### config.mk
export PLATFORM = sky130hd
export DESIGN_NAME = sms_supervisor
export DESIGN_NICKNAME = d
export VERILOG_FILES = /design/src/verilog/sms_pkg.sv /design/src/verilog/sms_chan_guard.sv /design/src/verilog/sms_supervisor.sv
export SDC_FILE = /design/constraint.sdc
export NUM_CORES = 1
export LEC_CHECK = 0
export ABC_AREA = 1
export BUFFER_PORTS_ARGS = -buffer_cell sky130_fd_sc_hd__buf_2
export CORE_UTILIZATION = 23
export DETAILED_ROUTE_END_ITERATION = 12
export HOLD_SLACK_MARGIN = 0.1
export PLACE_DENSITY = 0.37
export SLEW_MARGIN = 20
export SYNTH_ARGS = -nofsm -noshare
export SYNTH_HDL_FRONTEND = slang
export SYNTH_HIERARCHICAL = 1
export SYNTH_SLANG_ARGS = --single-unit
### constraint.sdc
create_clock -name pclk -period 2.08 [get_ports pclk]
set_input_delay 0.208 -clock pclk [delete_from_list [all_inputs] [get_ports pclk]]
set_output_delay 0.208 -clock pclk [all_outputs]
set_load 0.1 [all_outputs]
### src/verilog/sms_pkg.sv
// Package for the switch mode and fault supervisor.
// Shared constants: APB map, field positions, resets, timing counts.
package sms_pkg;
  localparam int unsigned CLK_HZ = 40000000;
  localparam int unsigned WDOG_TIMEOUT_MS = 310;
  localparam int unsigned IN_IDLE_MS = 250;
  localparam int unsigned WDOG_CYC = WDOG_TIMEOUT_MS * (CLK_HZ / 1000);
  localparam int unsigned IN_IDLE_CYC = IN_IDLE_MS * (CLK_HZ / 1000);
  localparam int CNT_W = 24;

  // APB byte addresses
  localparam logic [7:0] ADDR_CTRL = 8'h00;
  localparam logic [7:0] ADDR_PWM0 = 8'h04;
  localparam logic [7:0] ADDR_PWM1 = 8'h08;
  localparam logic [7:0] ADDR_GSTAT = 8'h0C;
  localparam logic [7:0] ADDR_CFLT0 = 8'h10;
  localparam logic [7:0] ADDR_CFLT1 = 8'h14;
  localparam logic [7:0] ADDR_MODE = 8'h18;
  localparam logic [7:0] ADDR_SPIWORD = 8'h1C;

  // Control register fields
  localparam int CTRL_WDOFF = 0;
  localparam int CTRL_LSLEN = 1;
  localparam int CTRL_STHEN = 2;
  localparam int CTRL_PAR = 3;
  localparam int CTRL_DIRDIS0 = 4;
  localparam int CTRL_DIRDIS1 = 5;
  localparam int CTRL_POR = 6;
  localparam int CTRL_W = 7;
  localparam logic [6:0] CTRL_RST = 7'h44;
  // Pulse-width register: on bit position
  localparam int PWM_ON = 8;
  localparam logic [8:0] PWM_RST = 9'h000;
  // Global status: undervoltage, supply too high, clock fail
  localparam int GS_UV = 0;
  localparam int GS_STH = 1;
  localparam int GS_CLK = 2;
  // Channel fault: overcurrent, short, overtemp
  localparam int CF_OC = 0;
  localparam int CF_SC = 1;
  localparam int CF_OT = 2;
  // Word from host serial engine: watchdog toggle bit
  localparam int WD_BIT = 15;

  typedef enum logic [2:0] {
    SMS_SLEEP, SMS_NORMAL, SMS_FAILSAFE, SMS_FAULT, SMS_FS_FAULT
  } sms_mode_t;
endpackage : sms_pkg

### src/verilog/sms_chan_guard.sv
// One channel's input-activity timer, fault control and latch keeper.
// Assumes inputs already synchronised to pclk.
`timescale 1ns/1ps
module sms_chan_guard
  import sms_pkg::*;
(
  // Clock and reset
  input wire logic pclk,
  input wire logic presetn,
  // Controls
  input wire logic in_level,
  input wire logic dir_dis,
  input wire logic on_bit,
  input wire logic ch_fault,
  input wire logic retry_expired,
  input wire logic delatch_all,
  // Status
  output logic in_activity,
  output logic fault_control,
  output logic latched
);
  logic [CNT_W-1:0] idle_q;
  logic fc_d;
  logic fc_q;
  logic fc_zero_q;

  always_ff @(posedge pclk or negedge presetn) begin
    if (!presetn) begin
      idle_q <= '0;
      in_activity <= 1'b0;
    end else if (in_level) begin
      idle_q <= '0;
      in_activity <= 1'b1;
    end else if (idle_q >= CNT_W'(IN_IDLE_CYC)) begin
      in_activity <= 1'b0;
    end else begin
      idle_q <= idle_q + 1'b1;
    end
  end

  assign fc_d = (in_activity & ~dir_dis) | on_bit;
  assign fault_control = fc_d;

  always_ff @(posedge pclk or negedge presetn) begin
    if (!presetn) begin
      fc_q <= 1'b0;
      fc_zero_q <= 1'b0;
    end else begin
      fc_q <= fc_d;
      if (!latched) begin
        fc_zero_q <= 1'b0;
      end else if (fc_q && !fc_d) begin
        fc_zero_q <= 1'b1;
      end
    end
  end

  always_ff @(posedge pclk or negedge presetn) begin
    if (!presetn) begin
      latched <= 1'b0;
    end else if (delatch_all) begin
      latched <= 1'b0;
    end else if (latched && fc_zero_q && !fc_q && fc_d && !ch_fault) begin
      latched <= 1'b0;
    end else if (ch_fault && retry_expired) begin
      latched <= 1'b1;
    end
  end
endmodule : sms_chan_guard

### src/verilog/sms_supervisor.sv
// Mode and fault supervisor of a dual high-side switch, APB slave.
// Assumes pins and host words arrive asynchronously; pclk is 40 MHz.
`timescale 1ns/1ps
module sms_supervisor
  import sms_pkg::*;
(
  // APB
  input wire logic pclk,
  input wire logic presetn,
  input wire logic psel,
  input wire logic penable,
  input wire logic pwrite,
  input wire logic [7:0] paddr,
  input wire logic [31:0] pwdata,
  output logic [31:0] prdata,
  output logic pready,
  output logic pslverr,
  // Pins from outside
  input wire logic reset_pin_n,
  input wire logic [1:0] in_pin,
  input wire logic logic_supply_ok,
  input wire logic word_toggle,
  input wire logic [15:0] word_data,
  // Fault sensors
  input wire logic [1:0] overcurrent,
  input wire logic [1:0] short_circuit,
  input wire logic [1:0] overtemperature,
  input wire logic undervoltage,
  input wire logic supply_too_high,
  input wire logic clock_fail,
  input wire logic [1:0] retry_expired,
  // Outputs
  output logic failsafe_out_n,
  output logic fault_flag_n,
  output logic [1:0] channel_on,
  output logic serial_on
);
  // Synchronisers, registers and internal signals
  logic [1:0] rst_s1_q, rst_s2_q;
  logic [1:0] in_s1_q, in_s2_q;
  logic [1:0] ls_s1_q, ls_s2_q;
  logic tg_s1_q, tg_s2_q, tg_s3_q;
  logic rst_prev_q;
  logic [15:0] word_q;
  logic [CTRL_W-1:0] ctrl_q;
  logic [8:0] pwm_q [2];
  logic [2:0] gstat_q;
  logic [2:0] cflt_q [2];
  logic wd_prev_q;
  logic wd_run_q;
  logic [CNT_W-1:0] wd_cnt_q;
  logic exit_wait_q;
  logic [CNT_W-1:0] exit_cnt_q;
  logic lsup_seen_q;
  sms_mode_t mode_q;
  logic [1:0] in_act;
  logic [1:0] latched;
  logic [1:0] latched_prev_q;
  logic wake, wd_timeout, failsafe_term, fault_term, word_evt, rst_rise;
  logic reg_reset, delatch_all, acc, wr, rd, regs_open;
  logic [1:0] ch_fault;
  logic [31:0] rdata_d;

  always_ff @(posedge pclk or negedge presetn) begin
    if (!presetn) begin
      rst_s1_q <= '0;
      rst_s2_q <= '0;
      in_s1_q <= '0;
      in_s2_q <= '0;
      ls_s1_q <= '0;
      ls_s2_q <= '0;
      tg_s1_q <= 1'b0;
      tg_s2_q <= 1'b0;
      tg_s3_q <= 1'b0;
      rst_prev_q <= 1'b0;
      word_q <= '0;
    end else begin
      rst_s1_q <= {1'b0, reset_pin_n};
      rst_s2_q <= rst_s1_q;
      in_s1_q <= in_pin;
      in_s2_q <= in_s1_q;
      ls_s1_q <= {1'b0, logic_supply_ok};
      ls_s2_q <= ls_s1_q;
      tg_s1_q <= word_toggle;
      tg_s2_q <= tg_s1_q;
      tg_s3_q <= tg_s2_q;
      rst_prev_q <= rst_s2_q[0];
      if (tg_s2_q != tg_s3_q) begin
        word_q <= word_data;
      end
    end
  end

  assign word_evt = tg_s2_q != tg_s3_q;
  assign rst_rise = rst_s2_q[0] & ~rst_prev_q;

  genvar gi;
  generate
    for (gi = 0; gi < 2; gi++) begin : g_ch
      assign ch_fault[gi] = overcurrent[gi] | short_circuit[gi] | overtemperature[gi];
      sms_chan_guard u_guard (
        .pclk(pclk),
        .presetn(presetn),
        .in_level(in_s2_q[gi]),
        .dir_dis(ctrl_q[CTRL_DIRDIS0 + gi]),
        .on_bit(pwm_q[gi][PWM_ON]),
        .ch_fault(ch_fault[gi]),
        .retry_expired(retry_expired[gi]),
        .delatch_all(delatch_all),
        .in_activity(in_act[gi]),
        .fault_control(),
        .latched(latched[gi])
      );
    end
  endgenerate

  assign wake = rst_s2_q[0] | in_act[0] | in_act[1];
  assign fault_term = (|ch_fault) | undervoltage | (supply_too_high & ctrl_q[CTRL_STHEN])
    | clock_fail;
  assign failsafe_term = (lsup_seen_q & ~ls_s2_q[0] & ctrl_q[CTRL_LSLEN]) | wd_timeout;
  assign wd_timeout = wd_run_q & ~ctrl_q[CTRL_WDOFF] & (wd_cnt_q >= CNT_W'(WDOG_CYC));

  always_ff @(posedge pclk or negedge presetn) begin
    if (!presetn) begin
      wd_run_q <= 1'b0;
      wd_cnt_q <= '0;
      wd_prev_q <= 1'b0;
      lsup_seen_q <= 1'b0;
    end else begin
      if (ls_s2_q[0]) begin
        lsup_seen_q <= 1'b1;
      end
      if (rst_rise && ls_s2_q[0]) begin
        wd_run_q <= 1'b1;
        wd_cnt_q <= '0;
      end else if (!rst_s2_q[0]) begin
        wd_run_q <= 1'b0;
        wd_cnt_q <= '0;
      end else if (word_evt) begin
        wd_prev_q <= word_data[WD_BIT];
        if (word_data[WD_BIT] != wd_prev_q) begin
          wd_cnt_q <= '0;
        end
      end else if (wd_run_q && wd_cnt_q < CNT_W'(WDOG_CYC)) begin
        wd_cnt_q <= wd_cnt_q + 1'b1;
      end
    end
  end

  // Exit from fail-safe: D15 word then second word
  always_ff @(posedge pclk or negedge presetn) begin
    if (!presetn) begin
      exit_wait_q <= 1'b0;
      exit_cnt_q <= '0;
    end else if (mode_q != SMS_FAILSAFE) begin
      exit_wait_q <= 1'b0;
      exit_cnt_q <= '0;
    end else if (word_evt && !exit_wait_q && word_data[WD_BIT]) begin
      exit_wait_q <= 1'b1;
      exit_cnt_q <= '0;
    end else if (exit_wait_q && exit_cnt_q >= CNT_W'(WDOG_CYC)) begin
      exit_wait_q <= 1'b0;
    end else if (exit_wait_q) begin
      exit_cnt_q <= exit_cnt_q + 1'b1;
    end
  end

  always_ff @(posedge pclk or negedge presetn) begin
    if (!presetn) begin
      mode_q <= SMS_SLEEP;
    end else begin
      case (mode_q)
        SMS_SLEEP: if (wake) mode_q <= fault_term ? SMS_FAULT : SMS_NORMAL;
        SMS_NORMAL: begin
          if (!wake) mode_q <= SMS_SLEEP;
          else if (fault_term) mode_q <= SMS_FAULT;
          else if (failsafe_term) mode_q <= SMS_FAILSAFE;
        end
        SMS_FAULT: begin
          if (!wake) mode_q <= SMS_SLEEP;
          else if (failsafe_term) mode_q <= SMS_FS_FAULT;
          else if (!fault_term) mode_q <= SMS_NORMAL;
        end
        SMS_FAILSAFE: begin
          if (!wake) mode_q <= SMS_SLEEP;
          else if (fault_term) mode_q <= SMS_FS_FAULT;
          else if (exit_wait_q && word_evt) mode_q <= SMS_NORMAL;
        end
        SMS_FS_FAULT: begin
          if (!wake) mode_q <= SMS_SLEEP;
          else if (!fault_term) mode_q <= SMS_FAILSAFE;
        end
        default: mode_q <= SMS_SLEEP;
      endcase
    end
  end

  // Fail-safe entry delatches and resets registers
  assign delatch_all = failsafe_term & wake &
    ((mode_q == SMS_NORMAL) | (mode_q == SMS_FAULT));
  // Return to normal resets registers too
  assign reg_reset = delatch_all | (mode_q == SMS_SLEEP) |
    ((mode_q == SMS_FAILSAFE) & exit_wait_q & word_evt);
  // Register access refused in fail-safe and sleep, except at the mode register
  assign regs_open = (mode_q == SMS_NORMAL) | (mode_q == SMS_FAULT);
  assign acc = psel & penable;
  assign wr = acc & pwrite & regs_open;
  assign rd = acc & ~pwrite & regs_open;

  // Control and pulse-width registers
  always_ff @(posedge pclk or negedge presetn) begin
    if (!presetn) begin
      ctrl_q <= CTRL_RST;
      pwm_q[0] <= PWM_RST;
      pwm_q[1] <= PWM_RST;
    end else if (reg_reset) begin
      ctrl_q <= (CTRL_RST & ~(7'(1) << CTRL_PAR) & ~(7'(1) << CTRL_POR))
        | (ctrl_q & ((7'(1) << CTRL_PAR) | (7'(1) << CTRL_POR)));
      pwm_q[0] <= PWM_RST;
      pwm_q[1] <= PWM_RST;
    end else if (wr) begin
      if (paddr == ADDR_CTRL) ctrl_q <= pwdata[CTRL_W-1:0];
      if (paddr == ADDR_PWM0) pwm_q[0] <= pwdata[8:0];
      if (paddr == ADDR_PWM1) pwm_q[1] <= pwdata[8:0];
    end
  end

  // Sticky fault bits, set wins over read clear but not over register reset
  always_ff @(posedge pclk or negedge presetn) begin
    if (!presetn) begin
      gstat_q <= '0;
      cflt_q[0] <= '0;
      cflt_q[1] <= '0;
      latched_prev_q <= '0;
    end else begin
      latched_prev_q <= latched;
      if (reg_reset) begin
        gstat_q <= '0;
      end else if (rd && paddr == ADDR_GSTAT) begin
        gstat_q <= {clock_fail, supply_too_high, undervoltage};
      end else begin
        gstat_q <= gstat_q | {clock_fail, supply_too_high & ctrl_q[CTRL_STHEN], undervoltage};
      end
      for (int i = 0; i < 2; i++) begin
        if (reg_reset && !latched[i]) begin
          cflt_q[i] <= '0;
        end else if (!latched[i] && (latched_prev_q[i] ||
            (rd && paddr == (i == 0 ? ADDR_CFLT0 : ADDR_CFLT1)))) begin
          cflt_q[i] <= {overtemperature[i], short_circuit[i], overcurrent[i]};
        end else begin
          cflt_q[i] <= cflt_q[i] | {overtemperature[i], short_circuit[i], overcurrent[i]};
        end
      end
    end
  end

  always_comb begin
    rdata_d = '0;
    case (paddr)
      ADDR_CTRL: rdata_d[CTRL_W-1:0] = ctrl_q;
      ADDR_PWM0: rdata_d[8:0] = pwm_q[0];
      ADDR_PWM1: rdata_d[8:0] = pwm_q[1];
      ADDR_GSTAT: rdata_d[2:0] = gstat_q;
      ADDR_CFLT0: rdata_d[2:0] = cflt_q[0];
      ADDR_CFLT1: rdata_d[2:0] = cflt_q[1];
      ADDR_MODE: rdata_d[6:0] = {latched, in_act, mode_q};
      ADDR_SPIWORD: rdata_d[15:0] = word_q;
      default: rdata_d = '0;
    endcase
  end

  // APB answer: no wait state, error on unmapped or closed access
  always_ff @(posedge pclk or negedge presetn) begin
    if (!presetn) begin
      pready <= 1'b0;
      prdata <= '0;
      pslverr <= 1'b0;
    end else if (psel && !penable) begin
      pready <= 1'b1;
      prdata <= rdata_d;
      pslverr <= (paddr > ADDR_SPIWORD) | (paddr[1:0] != 2'b00) |
        (!regs_open && paddr != ADDR_MODE);
    end else begin
      pready <= 1'b0;
      pslverr <= 1'b0;
    end
  end

  always_ff @(posedge pclk or negedge presetn) begin
    if (!presetn) begin
      channel_on <= '0;
      failsafe_out_n <= 1'b1;
      fault_flag_n <= 1'b1;
      serial_on <= 1'b0;
    end else begin
      serial_on <= mode_q != SMS_SLEEP;
      failsafe_out_n <= !(mode_q == SMS_FAILSAFE || mode_q == SMS_FS_FAULT);
      fault_flag_n <= !(fault_term | (|latched));
      for (int i = 0; i < 2; i++) begin
        if (mode_q == SMS_SLEEP || undervoltage ||
            (supply_too_high && ctrl_q[CTRL_STHEN]) || ch_fault[i] || latched[i]) begin
          channel_on[i] <= 1'b0;
        end else if (mode_q == SMS_FAILSAFE || mode_q == SMS_FS_FAULT) begin
          channel_on[i] <= in_s2_q[i];
        end else begin
          channel_on[i] <= (in_s2_q[i] & ~ctrl_q[CTRL_DIRDIS0 + i]) | pwm_q[i][PWM_ON];
        end
      end
    end
  end
endmodule : sms_supervisor

Yosys cells after proc, flatten, opt, wreduce, memory -nomap -nowiden. Cells that the tools add are included.

Flip-flop bits (word level): 198. Input port bits: 77. Output and inout bits: 39. Logic and storage cells: 274.

Add/subtract/negate cells: 4. Order comparisons: 6. Equality and inequality tests: 28. Multiplexer cells: 69. Bitwise gates (word level): 50. Reduce and logical (&&, ||, !) cells: 74.

Operators with widths (number): two-way mux 24 bit (13); adder 24 x 1 -> 24 bit, second input constant (4); >= comparator 24 bit, second input constant (4); two-way mux 3 bit (18); two-way mux 18 bit (2); == test 8 x 5 -> 1 bit, second input constant (4); logical AND 1 bit (28); two-way mux 1 bit (25); < comparator 24 bit, second input constant (1); one-hot mux 3 bit (8 select lines) (1); bitwise OR 1 bit (20); one-hot mux 4 bit (5 select lines) (1); bitwise AND 1 bit (19); two-way mux 6 bit (3); two-way mux 9 bit (2); == test 8 x 4 -> 1 bit, second input constant (2); one-hot mux 3 bit (5 select lines) (1); nonzero test 3 bit (5); nonzero test 2 bit (7); logical NOT 1 bit (13); != test 4 bit, second input constant (3); != test 2 bit, second input constant (5); AND reduction 2 bit (5); logical OR 1 bit (9); other kinds (22) (36).

Longest topological paths before layout.
Depth after elaboration: 10. Depth in mapped cells: 13.

Hierarchy. Netlist, hierarchy kept.

Modules (own cells, without submodules): sms_supervisor (times used 1, cells an instance 1042, area each 8020.2 um2); sms_chan_guard (times used 2, cells an instance 306, area each 1953.1 um2).

Worst setup path before layout. Ideal clock, no wire load.

Kind: reg2reg. Start: register exit_cnt_q[0]. End: register exit_cnt_q[18]. Arrival time: 1484 ps. Data required time: 1962 ps. Setup slack: 479 ps. Cell stages (with the launch flop): 11. Buffers on the path: 0. Clock period less this slack: 1601 ps. Path through: dfrtp_1 > ha_1 > nand2_1 > nor2_1 > nand2_1 > nor2_1 > nand3_1 > nor2_1 > nand3_1 > nand3b_1 > nand2_1.

Longest elaborated chain between the ends: 5.

RTL lines: start, declared (RTL line sms_supervisor.sv:53) `logic [CNT_W-1:0] exit_cnt_q;`; start signal, assigned (RTL line sms_supervisor.sv:164) `exit_cnt_q <= exit_cnt_q + 1'b1;`; adder 24 x 1 -> 24 bit (RTL line sms_supervisor.sv:164); two-way mux 24 bit (RTL line sms_supervisor.sv:163) `end else if (exit_wait_q) begin`; two-way mux 24 bit (RTL line sms_supervisor.sv:161) `end else if (exit_wait_q && exit_cnt_q >= CNT_W'(WDOG_CYC)) begin`; two-way mux 24 bit (RTL line sms_supervisor.sv:158) `end else if (word_evt && !exit_wait_q && word_data[WD_BIT]) begin`; two-way mux 24 bit (RTL line sms_supervisor.sv:155) `end else if (mode_q != SMS_FAILSAFE) begin`.

Several ways; a longest one is shown, not always the timed one. The select of a mux whose other input is x is not followed. A chain may end at the register's enable or synchronous reset.

Worst setup path after layout.
Start: register wd_cnt_q[14]. End: register ctrl_q[3].

Longest elaborated chain between the ends: 9.

RTL lines: start, declared (RTL line sms_supervisor.sv:51) `logic [CNT_W-1:0] wd_cnt_q;`; start signal, assigned (RTL line sms_supervisor.sv:145) `wd_cnt_q <= wd_cnt_q + 1'b1;`; >= comparator 24 bit (RTL line sms_supervisor.sv:121) `assign wd_timeout = wd_run_q & ~ctrl_q[CTRL_WDOFF] & (wd_cnt_q >= CNT_W'(WDOG_CYC));`; bitwise AND 1 bit (RTL line sms_supervisor.sv:121); bitwise OR 1 bit (RTL line sms_supervisor.sv:120) `assign failsafe_term = (lsup_seen_q & ~ls_s2_q[0] & ctrl_q[CTRL_LSLEN]) | wd_timeout;`; bitwise AND 1 bit (2 in a row) (RTL line sms_supervisor.sv:199) `assign delatch_all = failsafe_term & wake &`; bitwise OR 1 bit (2 in a row) (RTL line sms_supervisor.sv:202) `assign reg_reset = delatch_all | (mode_q == SMS_SLEEP) |`; inverter 1 bit (no line); AND reduction 3 bit (no line); end signal, assigned (RTL line sms_supervisor.sv:217) `ctrl_q <= (CTRL_RST & ~(7'(1) << CTRL_PAR) & ~(7'(1) << CTRL_POR))`; end signal, assigned (RTL line sms_supervisor.sv:222) `if (paddr == ADDR_CTRL) ctrl_q <= pwdata[CTRL_W-1:0];`; end, declared (RTL line sms_supervisor.sv:45) `logic [CTRL_W-1:0] ctrl_q;`.

No other way between the ends.

==> results by group <==
Timing
  • Max-slew headroom: 0.643
  • Pins over their slew limit: 0
  • Final hold violations: 0
  • RSZ-0062 raised after global routing: false
  • Setup Skew: 11.1 ps
  • Slew @ Worst Pin: 532 ps
  • Setup TNS: 0 ps
  • F_max: 0.541 GHz
  • Clock period minus worst slack: 1850 ps
  • Final setup fails: 0
  • Period utilisation layout: 0.889
  • Final worst slack: 230 ps

Power
  • Pwr/cell area: 661 nW/µm²
  • P_leak: 6.64 nW
  • Peak supply drop: 645 µV

Clock tree
  • Setup Fix Bufs, Post-CTS: 0
  • Clock Latency Late Sink: 490 ps
  • CTS tree: built
  • CTS max path bufs: 2
  • Root buffer cell: clkbuf_16
  • Clock Pin Slew Worst Setup and Hold Paths: 80 ps
  • H-tree depth: 4
  • Clock buffer count from CTS: 17
  • Clk sinks: 198

Layout
  • Area grow syn2layout: 19.8%
  • Final Net Count: 1886
  • Layout cell share with drive strength beyond 1: 0.130
  • Diode count: 0
  • Design Area, Final: 14300 µm²

Floorplanning
  • Die W: 230 µm
  • Core area: 51300 µm²
  • Initial Util: 0.232
  • Top-Level Pins: 116
  • Total die area: 52800 µm²
  • Site Rows: 83
  • Die Span Y: 230 µm

Hold path
  • Worst Hold Launch: penable
  • Min-delay worst type: input pin to flop
  • Worst hold stages: 3

Placed design
  • Cell Area, Placed: 13300 µm²
  • Port Buffer Count: 76
  • DP Worst Slack: 134 ps
  • Post-DP HPWL: 26.9 mm
  • Routability cong.: 0.830

Logic synthesis
  • Ys flop type: dfrtp_1
  • Flops & latches, synth: 198
  • Register area share after synthesis: 0.416
  • Post-synth EDFFs: 0
  • Synth area leader: dfrtp_1
  • Synthesized cell area: 11900 µm²
  • FFs w/ async S/R, synth: 1.00
  • Yosys Warn Count: 6
  • Syn Area/Cell: 7.21 µm²
  • Post-Syn Instances: 1654
  • Post-synth top area share: 0.407
  • Area contributors post-synth: dfrtp_1, nand2_1, nand3_1
  • Synth unique cells: 54

Route
  • Post-route ant nets: 0
  • DRC Markers: 0
  • DRT iter0 DRCs: 712
  • Routed len/inst: 14.7 µm
  • Via-to-Cell Ratio: 4.39
  • Total iterations of the first detailed-routing run: 5
  • Vias: 11000
  • Detailed Route WL: 36.7 mm

Setup path
  • Critical path type: flop to flop
  • Crit path launch: wd_cnt_q[14]
  • Crit-path cells: nor2_1 -> nand3_1 -> nor2_1 -> o21ai_2 -> nand2_2 -> nand2_4 -> nand3_4 -> buf_4 -> nand3_1 -> nand2_1 -> nand2_1
  • Worst-path maximum fanout: 11
  • Crit path largest cell delay: 440 ps
  • Worst setup SP type: flop
  • Reg2reg path depth: 11
  • Slowest cell on crit path: dfrtp_1
  • Critical Path Sink Type: flop
  • Critical path required time: 2470 ps
  • Worst EP arrival: 2240 ps
  • Critical R2R Launch: wd_cnt_q[14]

Global routing
  • Global-route wire length before repair: 60.4 mm
  • Grt total ovfl: 0
  • Overall Global Routing Usage: 0.145
  • Initial antenna violation count: 1
  • Vias in the first global route: 10900
  • Largest net degree at the start of global routing: 58

Run status
  • Status: finished, final reports clean

Flow run
  • Max Cap Viol: 0
## critical path: cells and delay by family (launching register included)
family	cells	cell delay [ps]
buffers and inverters	1	200
AND/OR/NAND/NOR	9	980
AO/OA/AOI/OAI	1	120
flip-flops	1	440
## through the flow
step | util | instances | hold WS (ps) | power, mW
4_1_cts | 0.278 | 2494 | 103 | 9.66
2_1_floorplan | - | 1669 | -87.6 | 5.49
5_1_grt | 0.278 | 2494 | 104 | 9.97
3_3_place_gp | 0.259 | 2420 | 144 | 6.11
3_5_place_dp | 0.259 | 2420 | 146 | 6.11
6_report | 0.278 | 2494 | 144 | 9.44
## cells by family (layout without fill, tap and decap cells)
group                    Yosys count  count (layout)  synth area share
AND/OR/NAND/NOR                 1093            1093             0.414
XOR/XNOR                          31              31            0.0228
other                              1              16          0.000314
flip-flops                       198             198             0.416
AO/OA/AOI/OAI                    112             112            0.0547
adder cells (fa/ha/maj)            8               8           0.00839
buffers and inverters            211             356            0.0839
## placed cells by master, fill, tap and decap left out, types with 5 or more instances in the layout
cell type	Yosys	layout
inv_2	8	8
o21ai_0	44	44
inv_6	0	6
nand4_1	83	83
xnor2_1	7	7
nor4_1	5	5
buf_12	0	7
buf_4	25	50
clkinv_1	6	6
or2_2	5	5
nand2_4	6	6
dfrtp_1	194	194
nand3_1	165	165
nor2_2	9	9
a21oi_1	37	37
nor3b_1	5	5
ha_1	8	8
nor2_4	5	5
nor2_1	207	207
nand2_1	537	537
clkbuf_16	0	17
dlygate4sd3_1	0	42
conb_1	1	16
xor2_1	24	24
nor3_2	5	5
nand2_2	5	5
o21ai_2	9	9
buf_2	8	75
inv_1	134	134
nor3_1	34	34
## worst paths after layout
check,endpoint,slack [ps]
hold reg to reg,in_s2_q[1],360
min in group asynchronous,pwm_q[5],210
max in group asynchronous,fault_flag_n,1160
hold / removal,pready,140
setup reg to reg,ctrl_q[3],230
setup / recovery,ctrl_q[3],230
## registers in the layout (all words and copies together) (netlist names), 2 cells and up
name	count
prdata	16
channel_on	2
g_ch.u_guard/latched	2
g_ch.u_guard/in_activity	2
gstat_q	3
ctrl_q	7
cflt_q	6
g_ch.u_guard/fc_zero_q	2
g_ch.u_guard/fc_q	2
mode_q	3
exit_cnt_q	24
in_s1_q	2
word_q	16
g_ch.u_guard/idle_q	48
wd_cnt_q	24
in_s2_q	2
latched_prev_q	2
pwm_q	18
## layer usage
metal | routed length, µm | vias up | GRT usage
met5 | 13 | - | 0
met4 | 663 | 2 | 0.0443
li1 | - | 5636 | -
met3 | 1160 | 38 | 0.0332
met1 | 18000 | 5120 | 0.191
met2 | 16800 | 162 | 0.235
## power breakdown
part	internal [mW]	switching, mW
logic	0.521	1.41
registers	4.02	0.120
clock network	1.63	1.74
## area by class of cell
type                    count  area [µm²]
clock buffers              19         453
fillers                  5631       37000
clock inverters            13         109
repair buffers            176        1340
inverters                 148         556
flip-flops and latches    198        4960
well taps                 680         851
multi-input cells        1260        6020
## timing repair
action,CTS,global route
resized for setup,0,1
hold buffers,42,0
setup endpoints to repair,0,7
endpoints found under the hold margin,253,0
## Yosys cell counts, types with 6 or more instances
master	count
nand2_1	537
nor2_1	207
dfrtp_1	194
nand3_1	165
inv_1	134
nand4_1	83
o21ai_0	44
a21oi_1	37
nor3_1	34
buf_4	25
xor2_1	24
buf_6	14
clkbuf_1	11
nor2_2	9
o21ai_2	9
buf_2	8
ha_1	8
inv_2	8
xnor2_1	7
clkinv_1	6
nand2_4	6
No activity file was read; power rests on OpenSTA's default activity.
